### src/pqed_pkg.sv
// Purpose: shared constants and types for the power quality event detector
// Assumes: one 10 MHz clock, sample strobes from the processing core at 8 kHz
// Notes: register offsets are word offsets on the serial register port
// Operation
// host reads status, then current or voltage max register, then writes ones back
// peak half-cycle count write with phases selected restarts the zero-crossing counter
// absolute voltage and current samples compared against unsigned 24-bit thresholds
// high-voltage event sets status bit 18 and phase bits [11:9]
// enabled high-voltage event pulls interrupt pin low as flags set
// writing status bit 18 clears the flag, phase bits [11:9], releases pin
// high-current event sets bit 17, phase bits [5:3], pulls pin if enabled
// writing status bit 17 clears the flag and phase bits [5:3]
// threshold at full scale never detects, zero threshold always detects
// both 24-bit thresholds read as 32-bit words, top eight bits zero
// each 125 us the three phase currents are summed into 28-bit signed total
// compute-done flag, compute status bit 17, marks a fresh total
// total versus neutral magnitude difference above threshold sets status bit 20
// enabled mismatch pulls pin low; writing bit 20 clears it
// mismatch threshold resets to zero; zero or negative always triggers
// host should program a positive mismatch threshold after reset
// 28-bit total reads as 32-bit word with top four bits zero
// mismatch threshold reads with top four bits zero, sign-extended to 28 bits
// config three bit 2 routes the total instead of neutral to neutral rms
// end of each peak period sets bit 23 for current, bit 24 for voltage
// one computation pass per 8 kHz sample sets compute-done at its end
// interrupt pin stays low while any enabled flag is set
// comparisons evaluated once per sample set, on the sample-valid strobe; the mismatch comparison runs in the cycle after the strobe
`default_nettype none

package pqed_pkg;

    localparam int unsigned REF_CLK_PERIOD_NS = 100;
    localparam int unsigned SAMPLE_PERIOD_NS  = 125000;
    localparam int unsigned SAMPLE_PERIOD_CYC = SAMPLE_PERIOD_NS / REF_CLK_PERIOD_NS;

    localparam logic [7:0] ADDR_EVENT_STATUS     = 8'h00;
    localparam logic [7:0] ADDR_EVENT_ENABLE     = 8'h01;
    localparam logic [7:0] ADDR_PER_PHASE_STATUS = 8'h02;
    localparam logic [7:0] ADDR_COMPUTE_STATUS   = 8'h03;
    localparam logic [7:0] ADDR_MEASURE_MODE     = 8'h04;
    localparam logic [7:0] ADDR_PEAK_HALF_CYCLES = 8'h05;
    localparam logic [7:0] ADDR_HIGH_VOLT_THR    = 8'h06;
    localparam logic [7:0] ADDR_HIGH_CURR_THR    = 8'h07;
    localparam logic [7:0] ADDR_PHASE_CURR_TOTAL = 8'h08;
    localparam logic [7:0] ADDR_MISMATCH_THR     = 8'h09;
    localparam logic [7:0] ADDR_CONFIG_THREE     = 8'h0a;
    localparam logic [7:0] ADDR_CURRENT_MAX      = 8'h0b;
    localparam logic [7:0] ADDR_VOLTAGE_MAX      = 8'h0c;

    localparam int unsigned BIT_HIGH_CURR       = 17;
    localparam int unsigned BIT_HIGH_VOLT       = 18;
    localparam int unsigned BIT_MISMATCH        = 20;
    localparam int unsigned BIT_CURR_MAX_DONE   = 23;
    localparam int unsigned BIT_VOLT_MAX_DONE   = 24;
    localparam int unsigned BIT_COMPUTE_DONE    = 17;
    localparam int unsigned BIT_NEUTRAL_SRC_SEL = 2;
    localparam int unsigned LSB_HIGH_VOLT_PHASE = 9;
    localparam int unsigned LSB_HIGH_CURR_PHASE = 3;
    localparam int unsigned LSB_PEAK_PHASE_SEL  = 2;
    localparam int unsigned LSB_MAX_PHASE       = 24;

    localparam logic [31:0] EVENT_STATUS_MASK   = 32'h0196_0000;
    localparam logic [23:0] FULL_SCALE_LEVEL    = 24'h51_4791;
    localparam logic [23:0] RST_THRESHOLD       = 24'h00_0000;
    localparam logic [23:0] RST_MISMATCH_THR    = 24'h00_0000;
    localparam logic [7:0]  RST_PEAK_HALF_CYC   = 8'h00;

    typedef enum logic [0:0] {
        CALC_IDLE    = 1'b0,
        CALC_COMPARE = 1'b1
    } pqed_calc_type;

    typedef struct packed {
        pqed_calc_type calc;
        logic [31:0]   ev_status;
        logic [31:0]   ev_enable;
        logic [2:0]    hv_phase;
        logic [2:0]    hc_phase;
        logic          done;
        logic [2:0]    peak_sel;
        logic [7:0]    peak_cyc;
        logic [23:0]   hv_thr;
        logic [23:0]   hc_thr;
        logic [27:0]   total;
        logic [23:0]   mm_thr;
        logic          neutral_sel;
        logic [26:0]   imax;
        logic [26:0]   vmax;
        logic [23:0]   i_run;
        logic [2:0]    i_ph;
        logic [23:0]   v_run;
        logic [2:0]    v_ph;
        logic [23:0]   neutral_abs;
        logic          int_n;
        logic [31:0]   rdata;
        logic [27:0]   nrms_src;
    } pqed_top_regs_type;

endpackage

`default_nettype wire

### src/pqed_half_cycle_counter.sv
// Purpose: half-cycle time base for the peak windows
// Assumes: zero-crossing pulses already filtered to the selected phases
// Notes: a limit of zero behaves as one half cycle
`default_nettype none

module pqed_half_cycle_counter #(
    parameter int unsigned WIDTH = 8
) (
    input  wire logic             clk,
    input  wire logic             rst_b,
    input  wire logic             zero_cross,
    input  wire logic             restart,
    input  wire logic [WIDTH-1:0] limit,
    output logic                  period_end
);

    typedef struct packed {
        logic [WIDTH-1:0] count;
        logic             period_end;
    } pqed_hcc_regs_type;

    pqed_hcc_regs_type st_reg;
    pqed_hcc_regs_type st_next;
    logic [WIDTH-1:0]  bumped;

    assign bumped     = st_reg.count + 1'b1;
    assign period_end = st_reg.period_end;

    always_comb begin
        st_next            = st_reg;
        st_next.period_end = 1'b0;
        if (restart) begin
            // counter otherwise free-runs, so the first window would be short
            st_next.count = '0;
        end else if (zero_cross) begin
            if (bumped >= limit) begin
                st_next.count      = '0;
                st_next.period_end = 1'b1;
            end else begin
                st_next.count = bumped;
            end
        end
    end

    always_ff @(posedge clk or negedge rst_b) begin
        if (!rst_b) begin
            st_reg <= '0;
        end else begin
            st_reg <= st_next;
        end
    end

endmodule

`default_nettype wire

### src/pqed_top.sv
// Purpose: over-level, current mismatch and peak-window event detection
// Assumes: samples are signed 24-bit and steady while SAMPLE_VALID is high
// Notes: register port is word wide; reads answer one cycle after REG_RD
`default_nettype none

module pqed_top #(
    parameter int unsigned SAMPLE_WIDTH = 24,
    parameter int unsigned CYC_WIDTH    = 8
) (
    input  wire logic                    REF_CLK,
    input  wire logic                    RST_B,
    input  wire logic                    SAMPLE_VALID,
    input  wire logic [SAMPLE_WIDTH-1:0] PHASE_A_VOLTAGE_SAMPLE,
    input  wire logic [SAMPLE_WIDTH-1:0] PHASE_B_VOLTAGE_SAMPLE,
    input  wire logic [SAMPLE_WIDTH-1:0] PHASE_C_VOLTAGE_SAMPLE,
    input  wire logic [SAMPLE_WIDTH-1:0] PHASE_A_CURRENT_SAMPLE,
    input  wire logic [SAMPLE_WIDTH-1:0] PHASE_B_CURRENT_SAMPLE,
    input  wire logic [SAMPLE_WIDTH-1:0] PHASE_C_CURRENT_SAMPLE,
    input  wire logic [SAMPLE_WIDTH-1:0] NEUTRAL_CURRENT_SAMPLE,
    input  wire logic                    ZERO_CROSS_A,
    input  wire logic                    ZERO_CROSS_B,
    input  wire logic                    ZERO_CROSS_C,
    input  wire logic                    REG_WR,
    input  wire logic                    REG_RD,
    input  wire logic [7:0]              REG_ADDR,
    input  wire logic [31:0]             REG_WDATA,
    output logic      [31:0]             REG_RDATA,
    output logic                         EVENT_INT_N,
    output logic      [27:0]             NEUTRAL_RMS_SOURCE
);

    pqed_pkg::pqed_top_regs_type st_reg;
    pqed_pkg::pqed_top_regs_type st_next;

    logic [2:0]  zero_cross;
    logic        period_end;
    logic        restart;
    logic [23:0] v_abs [3];
    logic [23:0] i_abs [3];
    logic [2:0]  hv_hit;
    logic [2:0]  hc_hit;
    logic [27:0] sum;
    logic [27:0] total_abs;
    logic [27:0] diff;
    logic [27:0] thr_ext;
    logic [31:0] ev_set;
    logic [31:0] ev_clr;

    function automatic logic [23:0] abs24(input logic [23:0] v);
        abs24 = v[23] ? (~v + 24'h00_0001) : v;
    endfunction

    function automatic logic [27:0] abs28(input logic [27:0] v);
        abs28 = v[27] ? (~v + 28'h000_0001) : v;
    endfunction

    function automatic logic [27:0] sext28(input logic [23:0] v);
        sext28 = {{4{v[23]}}, v};
    endfunction

    // zero threshold forces detection even on a zero sample
    function automatic logic over_level(input logic [23:0] mag, input logic [23:0] thr);
        over_level = (thr == 24'h00_0000)
                  || ((thr != pqed_pkg::FULL_SCALE_LEVEL) && (mag > thr));
    endfunction

    function automatic logic wr_at(input logic [7:0] addr);
        wr_at = REG_WR && (REG_ADDR == addr);
    endfunction

    assign zero_cross = {ZERO_CROSS_C, ZERO_CROSS_B, ZERO_CROSS_A};
    assign restart    = wr_at(pqed_pkg::ADDR_PEAK_HALF_CYCLES) && (|st_reg.peak_sel);

    pqed_half_cycle_counter #(
        .WIDTH (CYC_WIDTH)
    ) u_half_cycles (
        .clk        (REF_CLK),
        .rst_b      (RST_B),
        .zero_cross (|(zero_cross & st_reg.peak_sel)),
        .restart    (restart),
        .limit      (st_reg.peak_cyc),
        .period_end (period_end)
    );

    always_comb begin
        v_abs[0] = abs24(PHASE_A_VOLTAGE_SAMPLE);
        v_abs[1] = abs24(PHASE_B_VOLTAGE_SAMPLE);
        v_abs[2] = abs24(PHASE_C_VOLTAGE_SAMPLE);
        i_abs[0] = abs24(PHASE_A_CURRENT_SAMPLE);
        i_abs[1] = abs24(PHASE_B_CURRENT_SAMPLE);
        i_abs[2] = abs24(PHASE_C_CURRENT_SAMPLE);
        for (int k = 0; k < 3; k++) begin
            hv_hit[k] = over_level(v_abs[k], st_reg.hv_thr);
            hc_hit[k] = over_level(i_abs[k], st_reg.hc_thr);
        end
    end

    assign sum = sext28(PHASE_A_CURRENT_SAMPLE)
               + sext28(PHASE_B_CURRENT_SAMPLE)
               + sext28(PHASE_C_CURRENT_SAMPLE);

    assign total_abs = abs28(st_reg.total);
    assign diff      = abs28(total_abs - {4'h0, st_reg.neutral_abs});
    assign thr_ext   = sext28(st_reg.mm_thr);
    assign ev_clr    = wr_at(pqed_pkg::ADDR_EVENT_STATUS)
                     ? (REG_WDATA & pqed_pkg::EVENT_STATUS_MASK) : 32'h0000_0000;

    always_comb begin
        st_next = st_reg;
        ev_set  = 32'h0000_0000;

        // window close latches the maxima before this cycle's sample is folded in
        if (period_end) begin
            st_next.imax  = {st_reg.i_ph, st_reg.i_run};
            st_next.vmax  = {st_reg.v_ph, st_reg.v_run};
            st_next.i_run = 24'h00_0000;
            st_next.v_run = 24'h00_0000;
            st_next.i_ph  = 3'h0;
            st_next.v_ph  = 3'h0;
            ev_set[pqed_pkg::BIT_CURR_MAX_DONE] = 1'b1;
            ev_set[pqed_pkg::BIT_VOLT_MAX_DONE] = 1'b1;
        end
        if (restart) begin
            st_next.i_run = 24'h00_0000;
            st_next.v_run = 24'h00_0000;
            st_next.i_ph  = 3'h0;
            st_next.v_ph  = 3'h0;
        end

        if (SAMPLE_VALID) begin
            if (|hv_hit) begin
                ev_set[pqed_pkg::BIT_HIGH_VOLT] = 1'b1;
            end
            if (|hc_hit) begin
                ev_set[pqed_pkg::BIT_HIGH_CURR] = 1'b1;
            end
            st_next.total       = sum;
            st_next.neutral_abs = abs24(NEUTRAL_CURRENT_SAMPLE);
            st_next.calc        = pqed_pkg::CALC_COMPARE;
            st_next.nrms_src    = st_reg.neutral_sel
                                ? sum : sext28(NEUTRAL_CURRENT_SAMPLE);
            for (int k = 0; k < 3; k++) begin
                if (st_reg.peak_sel[k] && (i_abs[k] > st_next.i_run)) begin
                    st_next.i_run = i_abs[k];
                    st_next.i_ph  = 3'(1 << k);
                end
                if (st_reg.peak_sel[k] && (v_abs[k] > st_next.v_run)) begin
                    st_next.v_run = v_abs[k];
                    st_next.v_ph  = 3'(1 << k);
                end
            end
        end else begin
            unique case (st_reg.calc)
                pqed_pkg::CALC_IDLE: begin
                    st_next.calc = pqed_pkg::CALC_IDLE;
                end
                pqed_pkg::CALC_COMPARE: begin
                    // a non-positive threshold always trips, even on a zero difference
                    if (st_reg.mm_thr[23] || (st_reg.mm_thr == 24'h00_0000)
                        || ($signed(diff) > $signed(thr_ext))) begin
                        ev_set[pqed_pkg::BIT_MISMATCH] = 1'b1;
                    end
                    st_next.calc = pqed_pkg::CALC_IDLE;
                end
            endcase
        end

        // set wins over a clear landing in the same cycle
        st_next.ev_status = (st_reg.ev_status & ~ev_clr) | ev_set;
        if (ev_clr[pqed_pkg::BIT_HIGH_VOLT]) begin
            st_next.hv_phase = 3'h0;
        end
        if (ev_clr[pqed_pkg::BIT_HIGH_CURR]) begin
            st_next.hc_phase = 3'h0;
        end
        if (SAMPLE_VALID) begin
            st_next.hv_phase = st_next.hv_phase | hv_hit;
            st_next.hc_phase = st_next.hc_phase | hc_hit;
        end

        if (wr_at(pqed_pkg::ADDR_COMPUTE_STATUS) && REG_WDATA[pqed_pkg::BIT_COMPUTE_DONE]) begin
            st_next.done = 1'b0;
        end
        if ((st_reg.calc == pqed_pkg::CALC_COMPARE) && !SAMPLE_VALID) begin
            st_next.done = 1'b1;
        end

        if (wr_at(pqed_pkg::ADDR_EVENT_ENABLE)) begin
            st_next.ev_enable = REG_WDATA & pqed_pkg::EVENT_STATUS_MASK;
        end
        if (wr_at(pqed_pkg::ADDR_MEASURE_MODE)) begin
            st_next.peak_sel = REG_WDATA[pqed_pkg::LSB_PEAK_PHASE_SEL +: 3];
        end
        if (wr_at(pqed_pkg::ADDR_PEAK_HALF_CYCLES)) begin
            st_next.peak_cyc = REG_WDATA[CYC_WIDTH-1:0];
        end
        if (wr_at(pqed_pkg::ADDR_HIGH_VOLT_THR)) begin
            st_next.hv_thr = REG_WDATA[23:0];
        end
        if (wr_at(pqed_pkg::ADDR_HIGH_CURR_THR)) begin
            st_next.hc_thr = REG_WDATA[23:0];
        end
        if (wr_at(pqed_pkg::ADDR_MISMATCH_THR)) begin
            st_next.mm_thr = REG_WDATA[23:0];
        end
        if (wr_at(pqed_pkg::ADDR_CONFIG_THREE)) begin
            st_next.neutral_sel = REG_WDATA[pqed_pkg::BIT_NEUTRAL_SRC_SEL];
        end

        // pin follows the flags in the very edge they change
        st_next.int_n = ~|(st_next.ev_status & st_next.ev_enable);

        if (REG_RD) begin
            unique case (REG_ADDR)
                pqed_pkg::ADDR_EVENT_STATUS:     st_next.rdata = st_reg.ev_status;
                pqed_pkg::ADDR_EVENT_ENABLE:     st_next.rdata = st_reg.ev_enable;
                pqed_pkg::ADDR_PER_PHASE_STATUS: begin
                    st_next.rdata = 32'h0000_0000;
                    st_next.rdata[pqed_pkg::LSB_HIGH_VOLT_PHASE +: 3] = st_reg.hv_phase;
                    st_next.rdata[pqed_pkg::LSB_HIGH_CURR_PHASE +: 3] = st_reg.hc_phase;
                end
                pqed_pkg::ADDR_COMPUTE_STATUS: begin
                    st_next.rdata = 32'h0000_0000;
                    st_next.rdata[pqed_pkg::BIT_COMPUTE_DONE] = st_reg.done;
                end
                pqed_pkg::ADDR_MEASURE_MODE: begin
                    st_next.rdata = 32'h0000_0000;
                    st_next.rdata[pqed_pkg::LSB_PEAK_PHASE_SEL +: 3] = st_reg.peak_sel;
                end
                pqed_pkg::ADDR_PEAK_HALF_CYCLES: st_next.rdata = 32'(st_reg.peak_cyc);
                pqed_pkg::ADDR_HIGH_VOLT_THR:    st_next.rdata = {8'h00, st_reg.hv_thr};
                pqed_pkg::ADDR_HIGH_CURR_THR:    st_next.rdata = {8'h00, st_reg.hc_thr};
                pqed_pkg::ADDR_PHASE_CURR_TOTAL: st_next.rdata = {4'h0, st_reg.total};
                pqed_pkg::ADDR_MISMATCH_THR:     st_next.rdata = {4'h0, thr_ext};
                pqed_pkg::ADDR_CONFIG_THREE: begin
                    st_next.rdata = 32'h0000_0000;
                    st_next.rdata[pqed_pkg::BIT_NEUTRAL_SRC_SEL] = st_reg.neutral_sel;
                end
                // host reads these right after status to learn the phase
                pqed_pkg::ADDR_CURRENT_MAX:      st_next.rdata = {5'h00, st_reg.imax};
                pqed_pkg::ADDR_VOLTAGE_MAX:      st_next.rdata = {5'h00, st_reg.vmax};
                default:                         st_next.rdata = 32'h0000_0000;
            endcase
        end
    end

    always_ff @(posedge REF_CLK or negedge RST_B) begin
        if (!RST_B) begin
            st_reg          <= '0;
            st_reg.calc     <= pqed_pkg::CALC_IDLE;
            st_reg.hv_thr   <= pqed_pkg::RST_THRESHOLD;
            st_reg.hc_thr   <= pqed_pkg::RST_THRESHOLD;
            st_reg.mm_thr   <= pqed_pkg::RST_MISMATCH_THR;
            st_reg.peak_cyc <= pqed_pkg::RST_PEAK_HALF_CYC;
            st_reg.int_n    <= 1'b1;
        end else begin
            st_reg <= st_next;
        end
    end

    assign REG_RDATA          = st_reg.rdata;
    assign EVENT_INT_N        = st_reg.int_n;
    assign NEUTRAL_RMS_SOURCE = st_reg.nrms_src;

endmodule

`default_nettype wire

### config.mk
export PLATFORM = sky130hd
export DESIGN_NAME = pqed_top
export DESIGN_NICKNAME = d
export VERILOG_FILES = /design/src/pqed_pkg.sv /design/src/pqed_half_cycle_counter.sv /design/src/pqed_top.sv
export SDC_FILE = /design/constraint.sdc
export NUM_CORES = 2
export LEC_CHECK = 0
export BUFFER_PORTS_ARGS = -buffer_cell sky130_fd_sc_hd__buf_2
export CAP_MARGIN = 20
export CELL_PAD_IN_SITES_DETAIL_PLACEMENT = 1
export CELL_PAD_IN_SITES_GLOBAL_PLACEMENT = 2
export CORE_MARGIN = 10
export CORE_UTILIZATION = 38
export CTS_CLUSTER_SIZE = 14
export DETAILED_ROUTE_END_ITERATION = 6
export PLACE_DENSITY_LB_ADDON = 0.1
export SYNTH_ARGS = -nofsm -noshare
export SYNTH_HDL_FRONTEND = slang
export SYNTH_SLANG_ARGS = --single-unit
### constraint.sdc
create_clock -name REF_CLK -period 12.1 [get_ports REF_CLK]
set_clock_uncertainty 0.2 [all_clocks]
set_input_delay 1.21 -clock REF_CLK [delete_from_list [all_inputs] [get_ports REF_CLK]]
set_output_delay 1.21 -clock REF_CLK [all_outputs]
set_load 0.01 [all_outputs]
# [Word-level counts from Yosys, hierarchy flattened]
# Cells that the tools add are included.
[totals] reg_bits=386 in_bits=216 out_inout_bits=61 elab_cells=171
[classes] n_addsub=13 order_cmp=14 n_eq_ne=14 muxes=44 bitwise_logic=16 reduce_logical=45
[ops] operator="case mux 32 bit (13 select lines)" count=1
[ops] operator="> comparator 24 bit" count=12
[ops] operator="two-way mux 27 bit" count=10
[ops] operator="adder 24 x 1 -> 24 bit, second input constant" count=7
[ops] operator="two-way mux 24 bit" count=7
[ops] operator="NOT 24 bit" count=7
[ops] operator="two-way mux 54 bit" count=2
[ops] operator="two-way mux 28 bit" count=3
[ops] operator="two-way mux 78 bit" count=1
[ops] operator="zero test 24 bit" count=3
[ops] operator="bitwise AND 32 bit" count=2
[ops] operator="adder 28 x 1 -> 28 bit, second input constant" count=2
[ops] operator="NOT 28 bit" count=2
[ops] operator="!= test 24 x 23 -> 1 bit, second input constant" count=2
[ops] operator="equality test 8 x 4 -> 1 bit, second input constant" count=5
[ops] operator="equality test 8 x 3 -> 1 bit, second input constant" count=4
[ops] operator="two-way mux 32 bit" count=1
[ops] operator="NOT 25 -> 32 bit" count=1
[ops] operator="bitwise OR 32 x 25 -> 32 bit" count=1
[ops] operator="OR reduction 32 bit" count=1
[ops] operator="> comparator 28 x 24 -> 1 bit" count=1
[ops] operator="subtractor 28 x 24 -> 28 bit" count=1
[ops] operator="adder 25 x 24 -> 26 bit" count=1
[ops] operator="adder 24 x 24 -> 25 bit" count=1
[ops] operator="other kinds (19)" count=68

# [Depth between registers and ports, before layout]
[logic_depth] word_depth=16 mapped_depth=44 depth_no_buf=39

# [Hierarchy]
# Synthesis repeated with hierarchy kept, for this count alone.
[hier_totals] hier_cells=3538 area_unflattened_um2=30983.5
[by_module_without_submodules] module="pqed_top" n_inst=1 cells_per_inst=3471 area_per_inst_um2=30304.1 seq_area_each_um2=7883.8
[by_module_without_submodules] module="pqed_half_cycle_counter" n_inst=1 cells_per_inst=67 area_per_inst_um2=679.4 seq_area_each_um2=225.2

# [Worst setup path after synthesis]
# No wires, ideal clock.
[synth_path] kind="input port to flip-flop" start="input port PHASE_A_VOLTAGE_SAMPLE[9]" end="register st_reg[88] (netlist bit)" setup_ps=123 t_arrival_ps=9334 required_ps=11777 slack_ps=2443 path_stages=39 n_path_buf=5 path_cell_list="or4_1 -> or4_1 -> or3_1 -> or2_2 -> o41ai_1 -> xor2_1 -> inv_1 -> ha_1 -> and3_1 -> nand3_1 -> nor2_1 -> o311a_1 -> o211a_1 -> buf_2 -> buf_2 -> mux2i_1 -> inv_1 -> ha_1 -> (+3 left out) -> a21oi_1 -> o211ai_1 -> o211ai_1 -> a21o_1 -> clkbuf_1 -> buf_1 -> mux2i_1 -> ha_1 -> o21a_1 -> o21ai_0 -> a21oi_1 -> o31a_1 -> o31ai_1 -> clkbuf_1 -> nand2_1 -> o22ai_1 -> nand2_1 -> o221a_2"
[synth_rtl] element="start: declaration" line="pqed_top.sv:13" source="input wire logic [SAMPLE_WIDTH-1:0] PHASE_A_VOLTAGE_SAMPLE,"
[synth_rtl] element="end signal: assignment" line="pqed_top.sv:257" source="st_reg <= st_next;"
[synth_rtl] element="end: declaration" line="pqed_top.sv:32" source="pqed_pkg::pqed_top_regs_type st_reg;"

==> impl_summary.txt <==
----------------------------------------------------
[CTS]
  CTS max path bufs ... 3
  Max H-tree Level ... 2
  Clock latency on the worst-skew pair ... 0.60 ns
  Resize count post-CTS ... 0
  Clock tree from TritonCTS ... yes
  Register clock-pin slew on the reported worst setup and hold paths ... 0.06 ns
  Number of clock buffers inserted by TritonCTS ... 42
  Num Clock Sinks ... 324
  Setup bufs post-CTS ... 0
  CTS root buffer ... sky130_fd_sc_hd__clkbuf_16
  Cts-stage hold buffer count ... 0

[Setup path]
  Register-to-register setup slack ... 2.03 ns
  Category of the critical setup timing path ... primary input to register
  Required time at the endpoint of the critical path ... 12.32 ns
  Worst stage delay on the critical path ... 0.65 ns
  CP max-delay cell ... sky130_fd_sc_hd__o211a_1
  Largest fanout of any net on the critical path ... 17
  Sort of element at the end of the critical path ... register
  Data arrival time at the worst-slack endpoint ... 11.18 ns
  Kind of start point of the critical path ... primary input

[Cells and area]
  Layout Area Growth over Synthesis ... 13.25%
  Util after Layout ... 0.4342
  Fraction of final layout cells sized beyond drive strength 1 ... 0.1791
  Net count reported at finish ... 4336
  Sequential standard cell area ... 8110 µm²
  Filler cell count in the final layout ... 9477
  Flip-flop count of the largest register after layout ... 260
  Footprint of the multi-input gates ... 21000 µm²

[Global routing]
  Global routing met3 resource utilization ... 0.04945
  Met1 track demand over resource ... 0.3796
  Routing usage on met2 ... 0.4758
  Most crowded layer after global routing ... met2
  Maximum number of pins on one net before global-route repair ... 106
  Number of global-route vias before repair ... 30560
  Wire length of the first global-routing pass ... 205.4 mm
  Grt total ovfl ... 0
  Global-route total usage across every layer ... 0.2909
  Number of antenna violations at the first check in global routing ... 7

[Yosys]
  Share of synthesized cell area in and, or, nand and nor gates ... 0.1460
  Post-synthesis cell count ... 3487
  Netlist area before placement ... 30880 µm²
  Top-area cell type share of the netlist area ... 0.2618
  Unique cell type count in the Yosys netlist ... 88
  Multiplexer share of the synthesized area ... 0.09664
  Combinational family with the most area after synthesis ... compound AO/OA/AOI/OAI gates
  Area fraction in compound gates after synthesis ... 0.1967
  Adder-Cell Fraction of Synth Area ... 0.1710
  Xor/xnor share of the synthesized area ... 0.06751
  Async S/R FF share, synth ... 1.000
  Post-synth top area cell ... sky130_fd_sc_hd__dfrtp_1
  Avg Cell Area, Syn ... 8.855 µm²
  Cells taking the most area after synthesis ... sky130_fd_sc_hd__dfrtp_1 26%, sky130_fd_sc_hd__ha_1 15%, sky130_fd_sc_hd__mux2_2 7.0%, sky130_fd_sc_hd__xnor2_1 4.9%, sky130_fd_sc_hd__a21oi_1 3.6%
  Yosys warns ... 0
  Count of flip-flops with a built-in enable after synthesis ... 0
  Portion of the post-synthesis area used by sequential elements ... 0.2626
  Top_reg_cell synth ... sky130_fd_sc_hd__dfrtp_1
  Number of flip-flops and latches in the synthesized netlist ... 324

[STA]
  Max Freq ... 0.09123 GHz
  Count of final hold-check violations ... 0
  Ratio of final minimum period to clock period ... 0.9059
  Final max-slew violation count ... 0
  Slew headroom ... 0.2394
  Tightest Pin Transition ... 1.130 ns
  Setup repair after global routing missed its margin ... no
  Final setup viols ... 0
  Clock period minus final worst setup slack ... 10.96 ns
  Final sum of negative setup slack ... 0 ns

[Run status]
  Outcome ... finished clean

[Floorplan]
  CORE AREA ... 80550 µm²
  Area of the die ... 93060 µm²
  # rows ... 104
  Count of boundary I/O pins ... 277
  Starting Density ... 0.3834
  Die width ... 305.1 µm
  DIE HEIGHT ... 305.1 µm

[Power]
  Static leakage ... 0.01558 µW
  VDD IR-drop max ... 0.0001005 V
  Power density over the cells ... 189.4 nW/µm²
  Power Total ... 6625 µW

[Place]
  Post-DP HPWL ... 116.7 mm
  Placer's final routability congestion estimate ... 0.9155
  # port buffers ... 265

[Detailed routing]
  Average routed wire per standard cell ... 29.25 µm
  Initial drt markers ... 2023
  Final antenna-violating net count ... 0
  Overall via count from detail_route ... 29050
  Per-cell via count in the routed design ... 6.041
  DR pass1 iterations ... 7
  Total wirelength of the detailed-routed design ... 140.6 mm
  Remaining routing DRC violations ... 0

[Job]
  Maxcap violations ... 0

[Hold path]
  Worst min path class ... register to register

----------------------------------------------------
-- critical path: cells and delay by family --
| kind | cells | cell delay (ns) |
|---|---|---|
| xor+xnor | 1 | 0.45 |
| buf+inv | 5 | 1.01 |
| fa+ha+maj | 3 | 1.02 |
| mux | 1 | 0.41 |
| compound gates | 18 | 4.31 |
| simple gates | 10 | 2.74 |
-- synth_stat cells (54+ instances only) --
| master | count |
|---|---|
| sky130_fd_sc_hd__buf_4 | 61 |
| sky130_fd_sc_hd__a21o_1 | 107 |
| sky130_fd_sc_hd__inv_1 | 232 |
| sky130_fd_sc_hd__xor2_1 | 65 |
| sky130_fd_sc_hd__or3_1 | 54 |
| sky130_fd_sc_hd__nand2_1 | 258 |
| sky130_fd_sc_hd__mux2i_1 | 74 |
| sky130_fd_sc_hd__ha_1 | 378 |
| sky130_fd_sc_hd__nand4_1 | 67 |
| sky130_fd_sc_hd__nor2_1 | 189 |
| sky130_fd_sc_hd__xnor2_1 | 173 |
| sky130_fd_sc_hd__dfrtp_1 | 323 |
| sky130_fd_sc_hd__o21ai_0 | 198 |
| sky130_fd_sc_hd__clkbuf_1 | 111 |
| sky130_fd_sc_hd__a21oi_1 | 220 |
| sky130_fd_sc_hd__mux2_2 | 192 |
-- cell families (layout without fill, tap and decap cells) --
kind of cell | Yosys count | count (layout)
DFF | 324 | 324
muxes | 270 | 270
adders and majority gates | 407 | 407
AOI/OAI and AO/OA | 923 | 923
and+or+nand+nor | 900 | 900
xor gates and xnor gates | 238 | 238
other | 1 | 6
buffers and inverters | 424 | 680
-- layout make-up --
| type | count | share of cell area |
|---|---|---|
| clock inverter | 16 | 0.005224 |
| inverter | 232 | 0.02490 |
| sequential | 324 | 0.2319 |
| tap | 1060 | 0.03792 |
| antenna | 1 | 0.00007156 |
| multi-input combinational | 2743 | 0.6005 |
| timing repair buffer | 373 | 0.06465 |
| clock buffer | 59 | 0.03478 |
-- power breakdown --
group	switching (µW)	internal [µW]	total, µW
clock network	531	749	1280
logic	2150	1540	3690
registers	356	1300	1660
-- through the flow --
step | cell area, µm² | instances | setup WS, ns | hold WS [ns]
2_1_floorplan | 30890 | 3491 | 2.443 | 0.2391
3_3_place_gp | 33450 | 4726 | 0.8618 | 0.2587
3_5_place_dp | 33460 | 4727 | 0.7087 | 0.2724
4_1_cts | 34860 | 4802 | 1.272 | 0.2856
5_1_grt | 34970 | 4807 | 0.6910 | 0.3090
6_report | 34970 | 4808 | 1.139 | 0.2877
-- placed cells by master (no fill, tap or decap), types with 33 or more instances in the layout --
cell                        synthesis  routed
sky130_fd_sc_hd__nand3_1           53      53
sky130_fd_sc_hd__clkbuf_16          0      43
sky130_fd_sc_hd__buf_4             61     100
sky130_fd_sc_hd__mux2_2           192     192
sky130_fd_sc_hd__o21ai_0          198     198
sky130_fd_sc_hd__inv_1            232     232
sky130_fd_sc_hd__nor2_1           189     189
sky130_fd_sc_hd__xnor2_1          173     173
sky130_fd_sc_hd__o41ai_1           33      33
sky130_fd_sc_hd__ha_1             378     378
sky130_fd_sc_hd__nor2b_1           42      42
sky130_fd_sc_hd__buf_2              6     264
sky130_fd_sc_hd__dfrtp_1          323     322
sky130_fd_sc_hd__nand2_1          258     258
sky130_fd_sc_hd__nand4_1           67      67
sky130_fd_sc_hd__o31ai_1           52      51
sky130_fd_sc_hd__mux2i_1           74      74
sky130_fd_sc_hd__nor4_1            36      36
sky130_fd_sc_hd__a21oi_1          220     219
sky130_fd_sc_hd__xor2_1            65      65
sky130_fd_sc_hd__nor3_1            40      39
sky130_fd_sc_hd__or3_1             54      54
sky130_fd_sc_hd__o22ai_1           44      44
sky130_fd_sc_hd__a21o_1           107     107
sky130_fd_sc_hd__and2_1            34      34
-- worst paths after layout --
| kind | from | end | cells past startpoint |
|---|---|---|---|
| min reg2reg | st_reg[308] | st_reg[308] | 2 |
| max in group asynchronous | RST_B | REG_RDATA[10] | 3 |
| min in group asynchronous | RST_B | NEUTRAL_RMS_SOURCE[15] | 1 |
| min | st_reg[308] | st_reg[308] | 2 |
| max reg2reg | st_reg[304] | st_reg[105] | 37 |
| max | PHASE_A_VOLTAGE_SAMPLE[9] | st_reg[105] | 38 |
-- per-layer routing --
layer / routed length (µm) / up-vias
met5: 72 / -
met4: 5749 / 10
met3: 8158 / 219
met2: 64460 / 883
met1: 62190 / 14690
li1: - / 13240
No activity file was read; power rests on OpenSTA's default activity.
